## src/cic_pkg.sv

```systemverilog
// Purpose: shared constants and types for the interrupt/reset control sequencer
// Assumes: one clock, synchronous active-low reset
// Notes:   one machine cycle is two clocks, phase one then phase two
package cic_pkg;
  // vector bases, low byte here and high byte at the next address
  localparam logic [15:0] VEC_NMI    = 16'hFFFA;
  localparam logic [15:0] VEC_RST    = 16'hFFFC;
  localparam logic [15:0] VEC_IRQ    = 16'hFFFE;
  localparam logic [15:0] VEC_STEP   = 16'h0001;
  localparam logic [15:0] ADDR_RST   = 16'h0000;
  localparam logic [7:0]  STACK_PAGE = 8'h01;
  // machine cycles of the reset initialisation period
  localparam int          INIT_CYCLES = 6;
  localparam logic [2:0]  INIT_LAST   = 3'(INIT_CYCLES - 1);
  // three pushes: pc high, pc low, status
  localparam logic [1:0]  PUSH_LAST   = 2'h2;
  localparam logic [1:0]  PIDX_PCH    = 2'h0;
  localparam logic [1:0]  PIDX_PCL    = 2'h1;
  // status byte field masks
  localparam logic [7:0]  STAT_OVF    = 8'h40;
  localparam logic [7:0]  STAT_MASK   = 8'h04;
  // values after reset
  localparam logic        MASK_RST    = 1'b1;
  localparam logic        OVF_RST     = 1'b0;
  localparam logic [7:0]  BYTE_RST    = 8'h00;

  typedef enum logic [5:0] {
    S_RESET = 6'h01,
    S_INIT  = 6'h02,
    S_RUN   = 6'h04,
    S_PUSH  = 6'h08,
    S_VLO   = 6'h10,
    S_VHI   = 6'h20
  } cic_state_t;

  // core's request for the next bus cycle, and end-of-instruction mark
  typedef struct packed {
    logic [15:0] addr;
    logic        write;
    logic        opfetch;
    logic        done;
    logic [7:0]  wdata;
  } cic_core_req_t;

  // bus cycle as driven at the pins
  typedef struct packed {
    logic [15:0] addr;
    logic        write;
    logic        sync;
    logic [7:0]  data;
  } cic_bus_t;
endpackage

```

## src/cic_ctrl.sv

```systemverilog
// Purpose: control-pin sequencer: nmi/irq entry, overflow set, sync, ready, reset
// Assumes: all pin inputs synchronous to REF_CLK_IN; core supplies bus requests
// Notes:   phase one is the clock with ph low, phase two the clock with ph high
// Functional notes
// (RL1) nmi falling edge registers a request
// (RL2) nmi runs irq sequence ignoring mask
// (RL3) nmi vector low FFFA, high FFFB
// (RL4) interrupts sampled phase two, start next cycle
// (RL5) overflow-set falling edge sets overflow, phase one
// (RL6) sync high through each opcode fetch cycle
// (RL7) ready low at sync phase one freezes
// (RL8) no writes while reset held low
// (RL9) reset release starts reset sequence immediately
// (RL10) six init cycles, set mask, vector FFFC/FFFD
// (RL11) system holds reset low two clocks minimum
// (RL12) irq with mask clear: push, mask, FFFE/FFFF
// (RL13) irq only after instruction end, ready high
// (RL14) ready low halts reads, ignored on writes
// (RL15) one sequence per edge; reset, nmi, irq priority
// (RL16) vector low byte then high, consecutive addresses
`timescale 1ns/1ps
module cic_ctrl
  import cic_pkg::*;
(
  // clock and reset
  input  wire logic                   REF_CLK_IN,
  input  wire logic                   NRST_IN,
  // control pins
  input  wire logic                   NMI_N_IN,
  input  wire logic                   IRQ_N_IN,
  input  wire logic                   RDY_IN,
  input  wire logic                   SET_OVF_N_IN,
  // data bus
  input  wire logic [7:0]             DATA_IN,
  output logic      [7:0]             DATA_OUT,
  output logic                        DATA_OE_OUT,
  // bus outputs
  output logic      [15:0]            ADDR_OUT,
  output logic                        RW_OUT,
  output logic                        SYNC_OUT,
  output logic                        PHI1_OUT,
  output logic                        PHI2_OUT,
  // core side
  input  wire cic_pkg::cic_core_req_t CORE_REQ_IN,
  input  wire logic [15:0]            PC_IN,
  input  wire logic [7:0]             SP_IN,
  input  wire logic [7:0]             CORE_P_IN,
  input  wire logic                   CLR_MASK_IN,
  input  wire logic                   CLR_OVF_IN,
  output logic                        CORE_ADV_OUT,
  output logic                        PC_LOAD_OUT,
  output logic      [15:0]            VEC_PC_OUT,
  output logic                        SEQ_BUSY_OUT,
  output logic                        MASK_FLAG_OUT,
  output logic                        OVF_FLAG_OUT
);
  import cic_pkg::*;

  cic_state_t  state;
  cic_state_t  next_state;
  cic_bus_t    bus;
  cic_bus_t    next_bus;
  logic        ph;
  logic        halted;
  logic        nmi_prev;
  logic        irq_smp_n;
  logic        rdy_smp;
  logic        so_prev;
  logic        nmi_pend;
  logic        mask;
  logic        ovf;
  logic        vec_is_nmi;
  logic [15:0] vec_base;
  logic [15:0] pc_hold;
  logic [7:0]  vec_lo;
  logic [7:0]  sp_cnt;
  logic [1:0]  push_cnt;
  logic [2:0]  init_cnt;
  logic        doe;

  // event and decision decode
  wire       cyc_end   = ph && !halted;
  wire       nmi_fall  = ph && nmi_prev && !NMI_N_IN;
  wire       so_fall   = !ph && so_prev && !SET_OVF_N_IN;
  wire       take_irq  = !irq_smp_n && !mask && rdy_smp;
  wire       inst_end  = cyc_end && (state == S_RUN) && CORE_REQ_IN.done;
  wire       take_int  = inst_end && (nmi_pend || take_irq);
  wire       nmi_take  = take_int && nmi_pend;
  wire       init_done = (state == S_INIT) && cyc_end && (init_cnt == INIT_LAST);
  wire       push_done = (state == S_PUSH) && cyc_end && (push_cnt == PUSH_LAST);
  wire       enter_vec = init_done || push_done;
  // push sequencing
  wire [1:0] next_pidx = take_int ? PIDX_PCH : 2'(push_cnt + 2'h1);
  wire [7:0] next_sp   = take_int ? SP_IN : 8'(sp_cnt - 8'h01);
  wire [7:0] stat_byte = (CORE_P_IN & ~(STAT_OVF | STAT_MASK))
                       | (ovf ? STAT_OVF : BYTE_RST) | (mask ? STAT_MASK : BYTE_RST);
  wire [7:0] push_byte = (next_pidx == PIDX_PCH) ? PC_IN[15:8]
                       : (next_pidx == PIDX_PCL) ? pc_hold[7:0] : stat_byte; // RL12
  wire [15:0] vec_hi_addr = 16'(vec_base + VEC_STEP);

  // sequencer state; reset dominates everything, then nmi over irq
  always_comb
  begin
    next_state = state;
    unique case (state)
      S_RESET: next_state = S_INIT; // RL9
      S_INIT:  if (init_done) next_state = S_VLO; // RL10
      S_RUN:   if (take_int) next_state = S_PUSH; // RL2 RL12 RL13 RL15
      S_PUSH:  if (push_done) next_state = S_VLO;
      S_VLO:   if (cyc_end) next_state = S_VHI; // RL16
      S_VHI:   if (cyc_end) next_state = S_RUN;
    endcase
  end

  // bus cycle for the machine cycle that starts after this boundary
  always_comb
  begin
    next_bus = bus;
    if (cyc_end || state == S_RESET)
    begin
      next_bus = '{addr: bus.addr, write: 1'b0, sync: 1'b0, data: BYTE_RST};
      unique case (next_state)
        S_RUN:
        begin
          if (state == S_VHI)
          begin
            next_bus.addr = {DATA_IN, vec_lo}; // RL16
            next_bus.sync = 1'b1;
          end
          else
          begin
            next_bus.addr  = CORE_REQ_IN.addr;
            next_bus.write = CORE_REQ_IN.write;
            next_bus.sync  = CORE_REQ_IN.opfetch; // RL6
            next_bus.data  = CORE_REQ_IN.wdata;
          end
        end
        S_PUSH:
        begin
          next_bus.addr  = {STACK_PAGE, next_sp};
          next_bus.write = 1'b1;
          next_bus.data  = push_byte;
        end
        S_VLO:   next_bus.addr = (state == S_INIT) ? VEC_RST : vec_base; // RL3 RL10
        S_VHI:   next_bus.addr = vec_hi_addr; // RL16
        S_RESET, S_INIT: next_bus.addr = bus.addr;
      endcase
    end
  end

  // phase generator; reset leaves the next clock in phase one
  always_ff @(posedge REF_CLK_IN)
  begin
    if (!NRST_IN) ph <= 1'b0;
    else          ph <= !ph;
  end

  // ready looked at in phase one; a write cycle never stalls
  always_ff @(posedge REF_CLK_IN)
  begin
    if (!NRST_IN) halted <= 1'b0;
    else if (!ph) halted <= !RDY_IN && !bus.write; // RL7 RL14
  end

  // phase-two sampling of the interrupt and ready inputs
  always_ff @(posedge REF_CLK_IN)
  begin
    if (!NRST_IN)
    begin
      nmi_prev  <= 1'b1;
      irq_smp_n <= 1'b1;
      rdy_smp   <= 1'b0;
    end
    else if (ph)
    begin
      nmi_prev  <= NMI_N_IN; // RL4
      irq_smp_n <= IRQ_N_IN; // RL4
      rdy_smp   <= RDY_IN;
    end
  end

  // overflow-set input taken at the end of phase one
  always_ff @(posedge REF_CLK_IN)
  begin
    if (!NRST_IN)  so_prev <= 1'b1;
    else if (!ph)  so_prev <= SET_OVF_N_IN; // RL5
  end

  // sticky flags: a new event beats a same-cycle clear
  always_ff @(posedge REF_CLK_IN)
  begin
    if (!NRST_IN)
    begin
      nmi_pend <= 1'b0;
      mask     <= MASK_RST;
      ovf      <= OVF_RST;
    end
    else
    begin
      nmi_pend <= nmi_fall || (nmi_pend && !nmi_take); // RL1 RL15
      mask     <= enter_vec || (mask && !CLR_MASK_IN); // RL10 RL12
      ovf      <= so_fall || (ovf && !CLR_OVF_IN); // RL5
    end
  end

  // state, counters and vector selection
  always_ff @(posedge REF_CLK_IN)
  begin
    if (!NRST_IN)
    begin
      state      <= S_RESET;
      init_cnt   <= 3'h0;
      push_cnt   <= 2'h0;
      sp_cnt     <= BYTE_RST;
      vec_base   <= VEC_RST;
      vec_is_nmi <= 1'b0;
    end
    else
    begin
      state <= next_state;
      if (state == S_INIT && cyc_end) init_cnt <= 3'(init_cnt + 3'h1);
      if (take_int || (state == S_PUSH && cyc_end))
      begin
        push_cnt <= next_pidx;
        sp_cnt   <= next_sp;
      end
      if (take_int)
      begin
        vec_base   <= nmi_pend ? VEC_NMI : VEC_IRQ; // RL2 RL3 RL12 RL15
        vec_is_nmi <= nmi_pend;
        pc_hold    <= PC_IN; // core moves on at the take, so keep the pc whole
      end
    end
  end

  // bus pins; reset forces read so nothing is written while held
  always_ff @(posedge REF_CLK_IN)
  begin
    if (!NRST_IN)
    begin
      bus <= '{addr: ADDR_RST, write: 1'b0, sync: 1'b0, data: BYTE_RST}; // RL8
      doe <= 1'b0; // RL8
    end
    else
    begin
      bus <= next_bus;
      doe <= !ph && bus.write;
    end
  end

  // vector capture and core handshake pulses
  always_ff @(posedge REF_CLK_IN)
  begin
    if (!NRST_IN)
    begin
      vec_lo       <= BYTE_RST;
      VEC_PC_OUT   <= ADDR_RST;
      PC_LOAD_OUT  <= 1'b0;
      CORE_ADV_OUT <= 1'b0;
      SEQ_BUSY_OUT <= 1'b1;
      PHI1_OUT     <= 1'b1;
    end
    else
    begin
      if (state == S_VLO && cyc_end) vec_lo <= DATA_IN;
      if (state == S_VHI && cyc_end) VEC_PC_OUT <= {DATA_IN, vec_lo};
      PC_LOAD_OUT  <= (state == S_VHI) && cyc_end;
      CORE_ADV_OUT <= cyc_end && (state == S_RUN || state == S_VHI);
      SEQ_BUSY_OUT <= next_state != S_RUN;
      PHI1_OUT     <= ph;
    end
  end

  // pin drive straight from flops
  assign ADDR_OUT      = bus.addr;
  assign RW_OUT        = !bus.write;
  assign SYNC_OUT      = bus.sync;
  assign DATA_OUT      = bus.data;
  assign DATA_OE_OUT   = doe;
  assign PHI2_OUT      = ph;
  assign MASK_FLAG_OUT = mask;
  assign OVF_FLAG_OUT  = ovf;
endmodule

```

## config.mk

```make
export PLATFORM = sky130hd
export DESIGN_NAME = cic_ctrl
export DESIGN_NICKNAME = d
export VERILOG_FILES = /design/src/cic_pkg.sv /design/src/cic_ctrl.sv
export SDC_FILE = /design/constraint.sdc
export NUM_CORES = 1
export LEC_CHECK = 0
export BUFFER_PORTS_ARGS = -buffer_cell sky130_fd_sc_hd__buf_2
export CAP_MARGIN = 25
export CORE_ASPECT_RATIO = 0.75
export CORE_MARGIN = 2
export CORE_UTILIZATION = 30
export CTS_BUF_LIST = sky130_fd_sc_hd__clkbuf_8 sky130_fd_sc_hd__clkbuf_16
export CTS_CLUSTER_DIAMETER = 150
export CTS_CLUSTER_SIZE = 25
export DETAILED_ROUTE_END_ITERATION = 8
export PLACE_DENSITY = 0.55
export SLEW_MARGIN = 20
export SYNTH_ARGS = -nofsm -noshare
export SYNTH_HDL_FRONTEND = slang
export SYNTH_SLANG_ARGS = --single-unit
```

## constraint.sdc

```tcl
create_clock -name REF_CLK_IN -period 2.6 [get_ports REF_CLK_IN]
set_input_delay 0.13 -clock REF_CLK_IN [delete_from_list [all_inputs] [get_ports REF_CLK_IN]]
set_output_delay 0.13 -clock REF_CLK_IN [all_outputs]
set_load 0.01 [all_outputs]
```

=== Yosys cells after proc, flatten, opt, wreduce, memory -nomap -nowiden ===
Cells that the tools add are included.

* Flip-flop bits (word level): 107
* Bits of input ports: 75
* Logic and storage cells: 117

* Add/sub/neg operators: 4
* Eq/ne operators: 16
* Multiplexer cells: 22
* Bitwise gates (word level): 3
* Reductions and logical operators: 46

{| class="wikitable"
|+ Operators by type and width
! operator !! number
|-
| case mux 16 bit (4 select lines) || 1
|-
| case mux 6 bit (6 select lines) || 1
|-
| two-way mux 16 bit || 2
|-
| two-way mux 8 bit || 4
|-
| two-way mux 6 bit || 5
|-
| logical AND 1 bit || 23
|-
| adder 16 x 1 -> 16 bit (second input constant) || 1
|-
| case mux 8 bit (2 select lines) || 1
|-
| == test 6 x 1 -> 1 bit (second input constant) || 2
|-
| == test 6 x 2 -> 1 bit (second input constant) || 2
|-
| == test 6 x 3 -> 1 bit (second input constant) || 2
|-
| == test 6 x 4 -> 1 bit (second input constant) || 2
|-
| == test 6 x 5 -> 1 bit (second input constant) || 2
|-
| == test 6 bit (second input constant) || 2
|-
| zero test 1 bit || 11
|-
| logical OR 1 bit || 8
|-
| bitwise OR 8 x 3 -> 8 bit || 1
|-
| bitwise OR 8 x 7 -> 8 bit || 1
|-
| subtractor 8 x 1 -> 8 bit (second input constant) || 1
|-
| two-way mux 7 bit || 1
|-
| two-way mux 3 bit || 2
|-
| != test 6 x 3 -> 1 bit (second input constant) || 1
|-
| AND reduction 2 bit || 2
|-
| adder 3 x 1 -> 3 bit (second input constant) || 1
|-
| other kinds (10) || 12
|}

=== Depth between registers and ports, before layout ===
Gate-level depths: netlist of the first run.

* Word-level depth: 11
* Depth in mapped cells: 9

=== Worst setup path before layout of the first run ===
OpenSTA, ideal clock, no wires.

* Kind: register -> register
* Start: reg state[4]
* End: reg pc_hold[0], enable pin
* Arrival time: 2.158 ns
* Path slack: 0.072 ns
* Cell stages (with the launch flop): 8
* Buffers on the path: 4
* Cells stage by stage: dfxtp_1 > buf_6 > or4_4 > buf_6 > a2111o_1 > buf_6 > clkbuf_1 > nor2_1

* Cells in the longest elaborated chain, start to end: 5

{| class="wikitable"
|+ RTL lines
! element !! RTL line !! RTL
|-
| start, declared || cic_ctrl.sv:59 || <nowiki>cic_state_t state;</nowiki>
|-
| start signal, assigned || cic_ctrl.sv:220 || <nowiki>state <= next_state;</nowiki>
|-
| == test 6 x 3 -> 1 bit || cic_ctrl.sv:86 || <nowiki>wire inst_end = cyc_end && (state == S_RUN) && CORE_REQ_IN.done;</nowiki>
|-
| logical AND 1 bit (2 in a row) || cic_ctrl.sv:86 ||
|-
| logical AND 1 bit || cic_ctrl.sv:87 || <nowiki>wire take_int = inst_end && (nmi_pend || take_irq);</nowiki>
|-
| AND reduction 2 bit (no line) || -- ||
|-
| end signal, assigned || cic_ctrl.sv:231 || <nowiki>pc_hold <= PC_IN;</nowiki>
|-
| end, declared || cic_ctrl.sv:74 || <nowiki>logic [15:0] pc_hold;</nowiki>
|}

No other way between the ends.
A chain may end at the register's enable or synchronous reset.

=== Worst setup path in the final report of the first run ===
* Start: reg rdy_smp
* End: reg bus, in the netlist DATA_OUT[3]

* Cells in the longest elaborated chain, start to end: 8
* Elaborated cells on any way between the ends: 13
* Classes of those cells: eq/ne (3); mux (6); reduce/logical (4)

{| class="wikitable"
|+ RTL lines
! element !! RTL line !! RTL
|-
| start, declared || cic_ctrl.sv:67 || <nowiki>logic rdy_smp;</nowiki>
|-
| start signal, assigned || cic_ctrl.sv:172 || <nowiki>rdy_smp <= 1'b0;</nowiki>
|-
| start signal, assigned || cic_ctrl.sv:178 || <nowiki>rdy_smp <= RDY_IN;</nowiki>
|-
| logical AND 1 bit (*) || cic_ctrl.sv:85 || <nowiki>wire take_irq = !irq_smp_n && !mask && rdy_smp;</nowiki>
|-
| logical OR 1 bit (*) || cic_ctrl.sv:87 ||
|-
| logical AND 1 bit (*) || cic_ctrl.sv:87 ||
|-
| branches (longest 4 deep; another with two-way mux 6 bit) || -- ||
|-
| case mux 8 bit (2 select lines) (*) || cic_ctrl.sv:122 || <nowiki>unique case (next_state)</nowiki>
|-
| end signal, assigned || cic_ctrl.sv:241 || <nowiki>bus <= '{addr: ADDR_RST, write: 1'b0, sync: 1'b0, data: BYTE_RST};</nowiki>
|-
| end signal, assigned || cic_ctrl.sv:246 || <nowiki>bus <= next_bus;</nowiki>
|-
| end, declared || cic_ctrl.sv:61 || <nowiki>cic_bus_t bus;</nowiki>
|}

Mark *: on every way between the ends.

==> results of run 1 <==
[power by group through the flow]
stage | combinational, uW | sequential, uW | clock, uW
final | 270 | 1500 | 1330
after global placement | 252 | 1530 | 0
after floorplan | 146 | 1530 | 0
after global routing | 294 | 1500 | 1440
after CTS | 270 | 1500 | 1370
after detailed placement | 257 | 1530 | 0
[per-stage QoR]
stage	cell area [um^2]	setup slack (ns)	util [%]	power [uW]
2_1_floorplan	4558	0.07203	-	1672
3_3_place_gp	5305	0.1805	36.23	1779
3_5_place_dp	5305	0.1245	36.23	1785
4_1_cts	5707	0.1254	38.97	3133
5_1_grt	5707	0.01734	38.97	3229
6_report	5707	0.1128	38.97	3098
[worst max-delay path by stage]
stage,startpoint,end
after floorplan,state[4]$_SDFF_PN0_,pc_hold[0]$_DFFE_PP_
after CTS,rdy_smp$_SDFFE_PN0P_,DATA_OUT[3]$_SDFFE_PN0P_
after global placement,irq_smp_n$_SDFFE_PN1P_,DATA_OUT[1]$_SDFFE_PN0P_
final,rdy_smp$_SDFFE_PN0P_,DATA_OUT[3]$_SDFFE_PN0P_
after global routing,rdy_smp$_SDFFE_PN0P_,DATA_OUT[4]$_SDFFE_PN0P_
after detailed placement,rdy_smp$_SDFFE_PN0P_,DATA_OUT[3]$_SDFFE_PN0P_
[registers in the layout, summed over array words and instances (netlist names), 2 cells and up]
register	count
ADDR_OUT	16
push_cnt	2
init_cnt	3
sp_cnt	8
pc_hold	8
DATA_OUT	8
vec_lo	8
vec_base	2
state	6
VEC_PC_OUT	16
[cell type report]
class	instances	share of cell area (%)
clock buffers	10	4.188
clock inverters	6	1.096
repair buffers	162	16.40
multi-input cells	369	39.05
well taps	200	4.385
inverters	13	0.8551
flip-flops and latches	93	34.03
[cell families (layout without fill, tap and decap cells)]
group	after synthesis	after routing
AOI/OAI and AO/OA	137	137
xor gates and xnor gates	9	9
adders and majority gates	4	4
buffers and inverters	72	191
DFF	93	93
muxes	21	21
and+or+nand+nor	198	198
[timing repair]
| action | in CTS | in global routing |
|---|---|---|
| hold buffers | 10 | 0 |
| gates resized for setup | 0 | 0 |
| hold endpoints to repair | 10 | 0 |
[worst register-to-register path, cell delays in order, from the launching register on]
cell	delay, ns
dfxtp_1	0.34
or3b_2	0.48
a2111o_1	0.57
buf_4	0.26
o2bb2ai_1	0.14
a2111o_1	0.46
a31oi_1	0.17
[cell usage in the layout (no fill, tap or decap), drive strengths merged, types with 4 or more instances in the layout]
cell type    count
clkbuf          10
dfxtp           85
nor2b            4
a2111o           9
a2111oi          4
edfxtp           8
nor3            12
mux2i           14
o21ai           23
buf            152
xnor2            4
a31oi           14
o2bb2ai          8
nor2            50
inv             11
nand2b           7
nand3            6
mux2             7
nand2           91
o221a           12
dlygate4sd3     10
clkinv           4
o211ai           5
nor4             4
xor2             5
a21oi           40
ha               4
[routing by layer]
layer | wire, um | up-vias | part of all wire [%] | global-route usage [%]
met5 | 0 | - | 0 | 0
met4 | 123 | 0 | 0.89 | 4.078
met3 | 849 | 10 | 6.2 | 5.473
met2 | 6384 | 116 | 46 | 27.70
met1 | 6399 | 1972 | 47 | 22.52
li1 | - | 2100 | - | -
==> results.toml, run 1 <==
[worst_setup_path]
crit_path_max_fanout = 18
reg2regPathDepth = 6
critPathMaxStageDelay_ns = 0.57
slowest_stage = "a2111o_1"
path_cells = "or3b_2, a2111o_1, buf_4, o2bb2ai_1, a2111o_1, a31oi_1"
cp_num_cells = 6
endpoint_kind = "flip-flop"
critical_path_buf_inv_count = 1
reg2reg_setup_slack_ns = 0.11
arrival_ns = 2.75
critical-path-top-delay-family = "compound AO/OA/AOI/OAI gates"
cpMostUsedCell = "a2111o_1"
crit_type = "flip-flop to flip-flop"
required_ns = 2.87
worstSetupStartpointType = "flip-flop"
reg2reg_to = "DATA_OUT[3]$_SDFFE_PN0P_"
timing.rr.start = "rdy_smp$_SDFFE_PN0P_"

[yosys]
synth-xor-area-share_pct = 1.729
synth_cell_type_count = 57
synth_nets = 613
ys_top_cells_by_area = "dfxtp_1, nand2_1, edfxtp_1"
ys_seq_area_share_pct = 42.60
yosys-top-cells-count = "nand2_1, dfxtp_1, nor2_1, a21oi_1"
yosysTopAreaCell = "dfxtp_1"
synth-adder-area-share_pct = 1.098
synth_area_per_cell_um2 = 8.536
syn_inst = 534
synth_edf_count = 8
synth_compound_area_share_pct = 21.74
synthArstFlopShare_pct = 0
synth_top_cell_area_share_pct = 37.33
yosysMostFrequentCell = "nand2_1"
synth_seq_cells = 93
ys_warn_count = 0
synth_top_family_by_area = "compound AO/OA/AOI/OAI gates"
synthSimpleGateAreaFrac_pct = 19.52
synthMuxAreaShare_pct = 4.804
syn-cell-area_mm2 = 0.004558
synth_top_flop_cell = "dfxtp_1"

[grt]
grt_pass1_vias = 4162
antenna_found_initial = 0
grt_max_degree = 41
grt_pass1_wl_mm = 21.99
grt.total_usage_pct = 17.21
grt_overflow = 0

[layout]
fin_nets = 727
n_fill_cell = 1526
finalNonFillerCells = 853
areaGrowthSynthToFinish_pct = 25.20
multi_input_area_mm2 = 0.002228
drive_gt1_share_pct = 29.56
antenna_cells = 0
seq_area_mm2 = 0.001942

[clocking]
postCtsSetupBuffers = 0
cts_max_path_buffers = 2
clk_latency_ns = 0.35
cts_tree = "done"
h-tree-depth = 3
clock-sinks = 93
root_buffer = "clkbuf_16"
cts_made_buffers = 9
path_clk_slew_ns = 0.06

[die]
coreArea_mm2 = 0.01464
initial_core_util_pct = 31.13
boundaryPins = 125
die_w_um = 146.3
fp.dieH_um = 110.8
rows = 38
dieArea_mm2 = 0.01621

[timing]
max_freq_mhz = 402.1
fin_crit_sh_pct = 95.66
finalSetupViolations = 0
slew_headroom_pct = 60.09
skew_ns = 0.007353
maxSlewViolCount = 0
setup_tns_ns = 0
fin_crit_ns = 2.487
hold_viol = 0
holdWs_ns = 0.01337
worstMarginPinSlew_ns = 0.5954
rsz0062_at_grt = "false"

[route]
viasPerCell = 4.921
wl_mm = 13.76
final_antenna_net_count = 0
drc = 0
vias = 4198
drtPass1Iterations = 4
drt_iter0_markers = 417
wl_per_cell_um = 16.13

[hold_path]
hold_class = "input pin to flip-flop"
holdPathEnd = "MASK_FLAG_OUT$_SDFF_PN1_"
hold_start = "CLR_MASK_IN"
hold_depth = 2

[run_status]
run_status = "finished clean"

[pwr]
clkPwrFrac_pct = 43.0
power.internal_uw = 2368
power.switching_uw = 730.3
p_comb_share_pct = 8.7
p_per_area_mw_per_mm2 = 542.9
leakagePower_uw = 0.002456
p_sw_share_pct = 23.57
p_seq_share_pct = 48.3
ir_worst_vdd_uv = 270.8

[placement]
gp_congestion = 0.8730
placed_cells = 827
dp_hpwl_mm = 10.40
portBuffers = 122

[run]
max_cap_viol_count = 0
(Power assumes the default switching activity.)
==> inputs of run 2 (changes only) <==
==> constraint.sdc (replaced) <==
create_clock -name REF_CLK_IN -period 2.2 [get_ports REF_CLK_IN]
set_input_delay 0.11 -clock REF_CLK_IN [delete_from_list [all_inputs] [get_ports REF_CLK_IN]]
set_output_delay 0.11 -clock REF_CLK_IN [all_outputs]
set_load 0.01 [all_outputs]
==> run 2 against run 1 <==
Net effect:
- the flow now finishes with violations (setup timing)
- register-to-register slack got worse by 0.21 ns
- sequential power rose by 18%
- die area did not move
- global-route usage rose by 0.59 points
- clock-buffer cell count fell by 1
- sequential cell count did not move
- non-clock buffer count rose by 37
- utilization rose by 4.0 points
- sequential share of layout area fell by 3.1 points
==> results.toml, run 2 (synthesized netlist as in run 1, its figures left out) <==
[layout]
layout_common_cells = "buf_2, nand2_1, dfxtp_1"
fin_nets = 765
layout_commonest_cell = "buf_2"
antenna_cells = 0
drive_gt1_share_pct = 38.35
multi_input_area_mm2 = 0.002480
seq_area_mm2 = 0.001947
final_util_pct = 42.98
finalNonFillerCells = 891
n_fill_cell = 1515
areaGrowthSynthToFinish_pct = 38.07

[worst_setup_path]
worstSetupStartpointType = "flip-flop"
arrival_ns = 2.54
critical-path-top-delay-family = "multiplexers"
critPathMaxStageDelay_ns = 0.53
endpoint_kind = "flip-flop"
path_cells = "or4_4, a2111o_1, buf_6, mux2_4, mux2_4, o221a_4"
critical_path_buf_inv_count = 1
required_ns = 2.45
crit_type = "flip-flop to flip-flop"
crit_path_max_fanout = 5
cpMostUsedCell = "mux2_4"
slowest_stage = "or4_4"

[route]
final_antenna_net_count = 0
viasPerCell = 4.908
vias = 4373
drc = 0
drt_iter0_markers = 434
wl_mm = 14.75
wl_per_cell_um = 16.55
drtPass1Iterations = 4

[run]
max_cap_viol_count = 0

[die]
initial_core_util_pct = 31.13
fp.dieH_um = 110.8
die_w_um = 146.3
coreArea_mm2 = 0.01464
dieArea_mm2 = 0.01621
rows = 38
boundaryPins = 125

[clocking]
cts_made_buffers = 9
cts_max_path_buffers = 2
path_clk_slew_ns = 0.06
clk_latency_ns = 0.36
h-tree-depth = 3
cts_tree = "done"
clock-sinks = 93
root_buffer = "clkbuf_16"

[grt]
grt_pass1_vias = 4254
antenna_found_initial = 0
grt_max_degree = 41
grt_pass1_wl_mm = 22.81
grt_overflow = 0
grt.total_usage_pct = 17.80

[timing]
fin_crit_sh_pct = 104.4
finalSetupViolations = 11
hold_viol = 0
slew_headroom_pct = 60.43
fin_crit_ns = 2.296
setup_tns_ns = -0.2510
rsz0062_at_grt = "true"
fin_ws_ns = -0.09602
worstMarginPinSlew_ns = 0.5936
max_freq_mhz = 435.5
maxSlewViolCount = 0
skew_ns = 0.008447

[placement]
dp_hpwl_mm = 10.98
portBuffers = 122
gp_congestion = 0.9039
placed_cells = 851

[pwr]
leakagePower_uw = 0.002756
ir_worst_vdd_uv = 361.7
p_per_area_mw_per_mm2 = 565.6

[run_status]
run_status = "complete, but fails checks"
violations = "setup timing"

[hold_path]
hold_class = "input pin to flip-flop"
run 2: cell count changes in the layout (fill, tap and decap cells not counted), moves of 4 or more:
| cell | before | now |
|---|---|---|
| o2bb2ai_1 | 8 | 3 |
| buf_12 | 0 | 4 |
| a21oi_2 | 0 | 5 |
| a21oi_1 | 40 | 35 |
| dfxtp_2 | 0 | 4 |
| nor2_1 | 50 | 46 |
| mux2_4 | 0 | 4 |
| buf_6 | 0 | 9 |
| dfxtp_1 | 85 | 81 |
| o2bb2ai_2 | 0 | 5 |
| buf_4 | 30 | 51 |
run 2: repair_timing:
action                                  4_1_cts  5_1_grt
pin swaps                                    19       26
hold buffers                                 12        0
endpoints found under the hold margin        12        0
endpoints found under the setup margin       36       47
gates resized for setup                      17       44
gates cloned                                  2        0
setup buffers                                 4        6
run 2: layout make-up:
cell class / count / area share (%)
multi-input combinational: 370 / 39.40
sequential: 93 / 30.93
timing repair buffer: 199 / 20.66
tap: 200 / 3.976
clock buffer: 9 / 3.579
inverter: 13 / 0.7952
clock inverter: 7 / 0.6561
run 2: metrics by stage:
step | cell area (um^2) | setup WS [ns] | hold WS [ns] | total power (uW)
after floorplan | 4588 | -0.1428 | 0.2089 | 1977
after CTS | 6061 | -0.1352 | 0.009978 | 3583
after global placement | 5540 | -0.1216 | 0.2911 | 2124
final | 6294 | -0.09602 | 0.01782 | 3560
after global routing | 6294 | -0.1317 | 0.02405 | 3694
after detailed placement | 5540 | -0.1690 | 0.2881 | 2126
run 2: worst paths after layout:
check                                    from                     endpoint  slack (ns)  cells past startpoint
setup / recovery          state[0]$_SDFF_PN1_     ADDR_OUT[4]$_SDFFE_PN0P_        -0.1                      6
hold reg to reg   VEC_PC_OUT[11]$_SDFFE_PN0P_  VEC_PC_OUT[11]$_SDFFE_PN0P_        0.45                      2
setup reg to reg          state[0]$_SDFF_PN1_     ADDR_OUT[4]$_SDFFE_PN0P_        -0.1                      6
hold / removal                 CORE_REQ_IN[6]     DATA_OUT[6]$_SDFFE_PN0P_        0.02                      3
run 2: layer usage:
| layer | vias up | wire, um | global-route usage [%] |
|---|---|---|---|
| met3 | 7 | 968 | 5.350 |
| met2 | 121 | 6501 | 26.26 |
| met4 | 0 | 138 | 5.049 |
| li1 | 2184 | - | - |
| met5 | - | 0 | 0 |
| met1 | 2061 | 7138 | 25.09 |
run 2: where the power goes:
group	leakage (uW)	switching, uW	total (uW)	internal, uW
clock network	0.000127	677	1430	758
registers	0.000763	25.5	1770	1750
logic	0.00187	190	354	164
total	0.00276	892	3560	2670
run 2: worst register-to-register path: stages, from the launching register on:
cell	delay, ns
dfxtp_2	0.32
or4_4	0.53
a2111o_1	0.36
buf_6	0.16
mux2_4	0.31
mux2_4	0.30
o221a_4	0.21
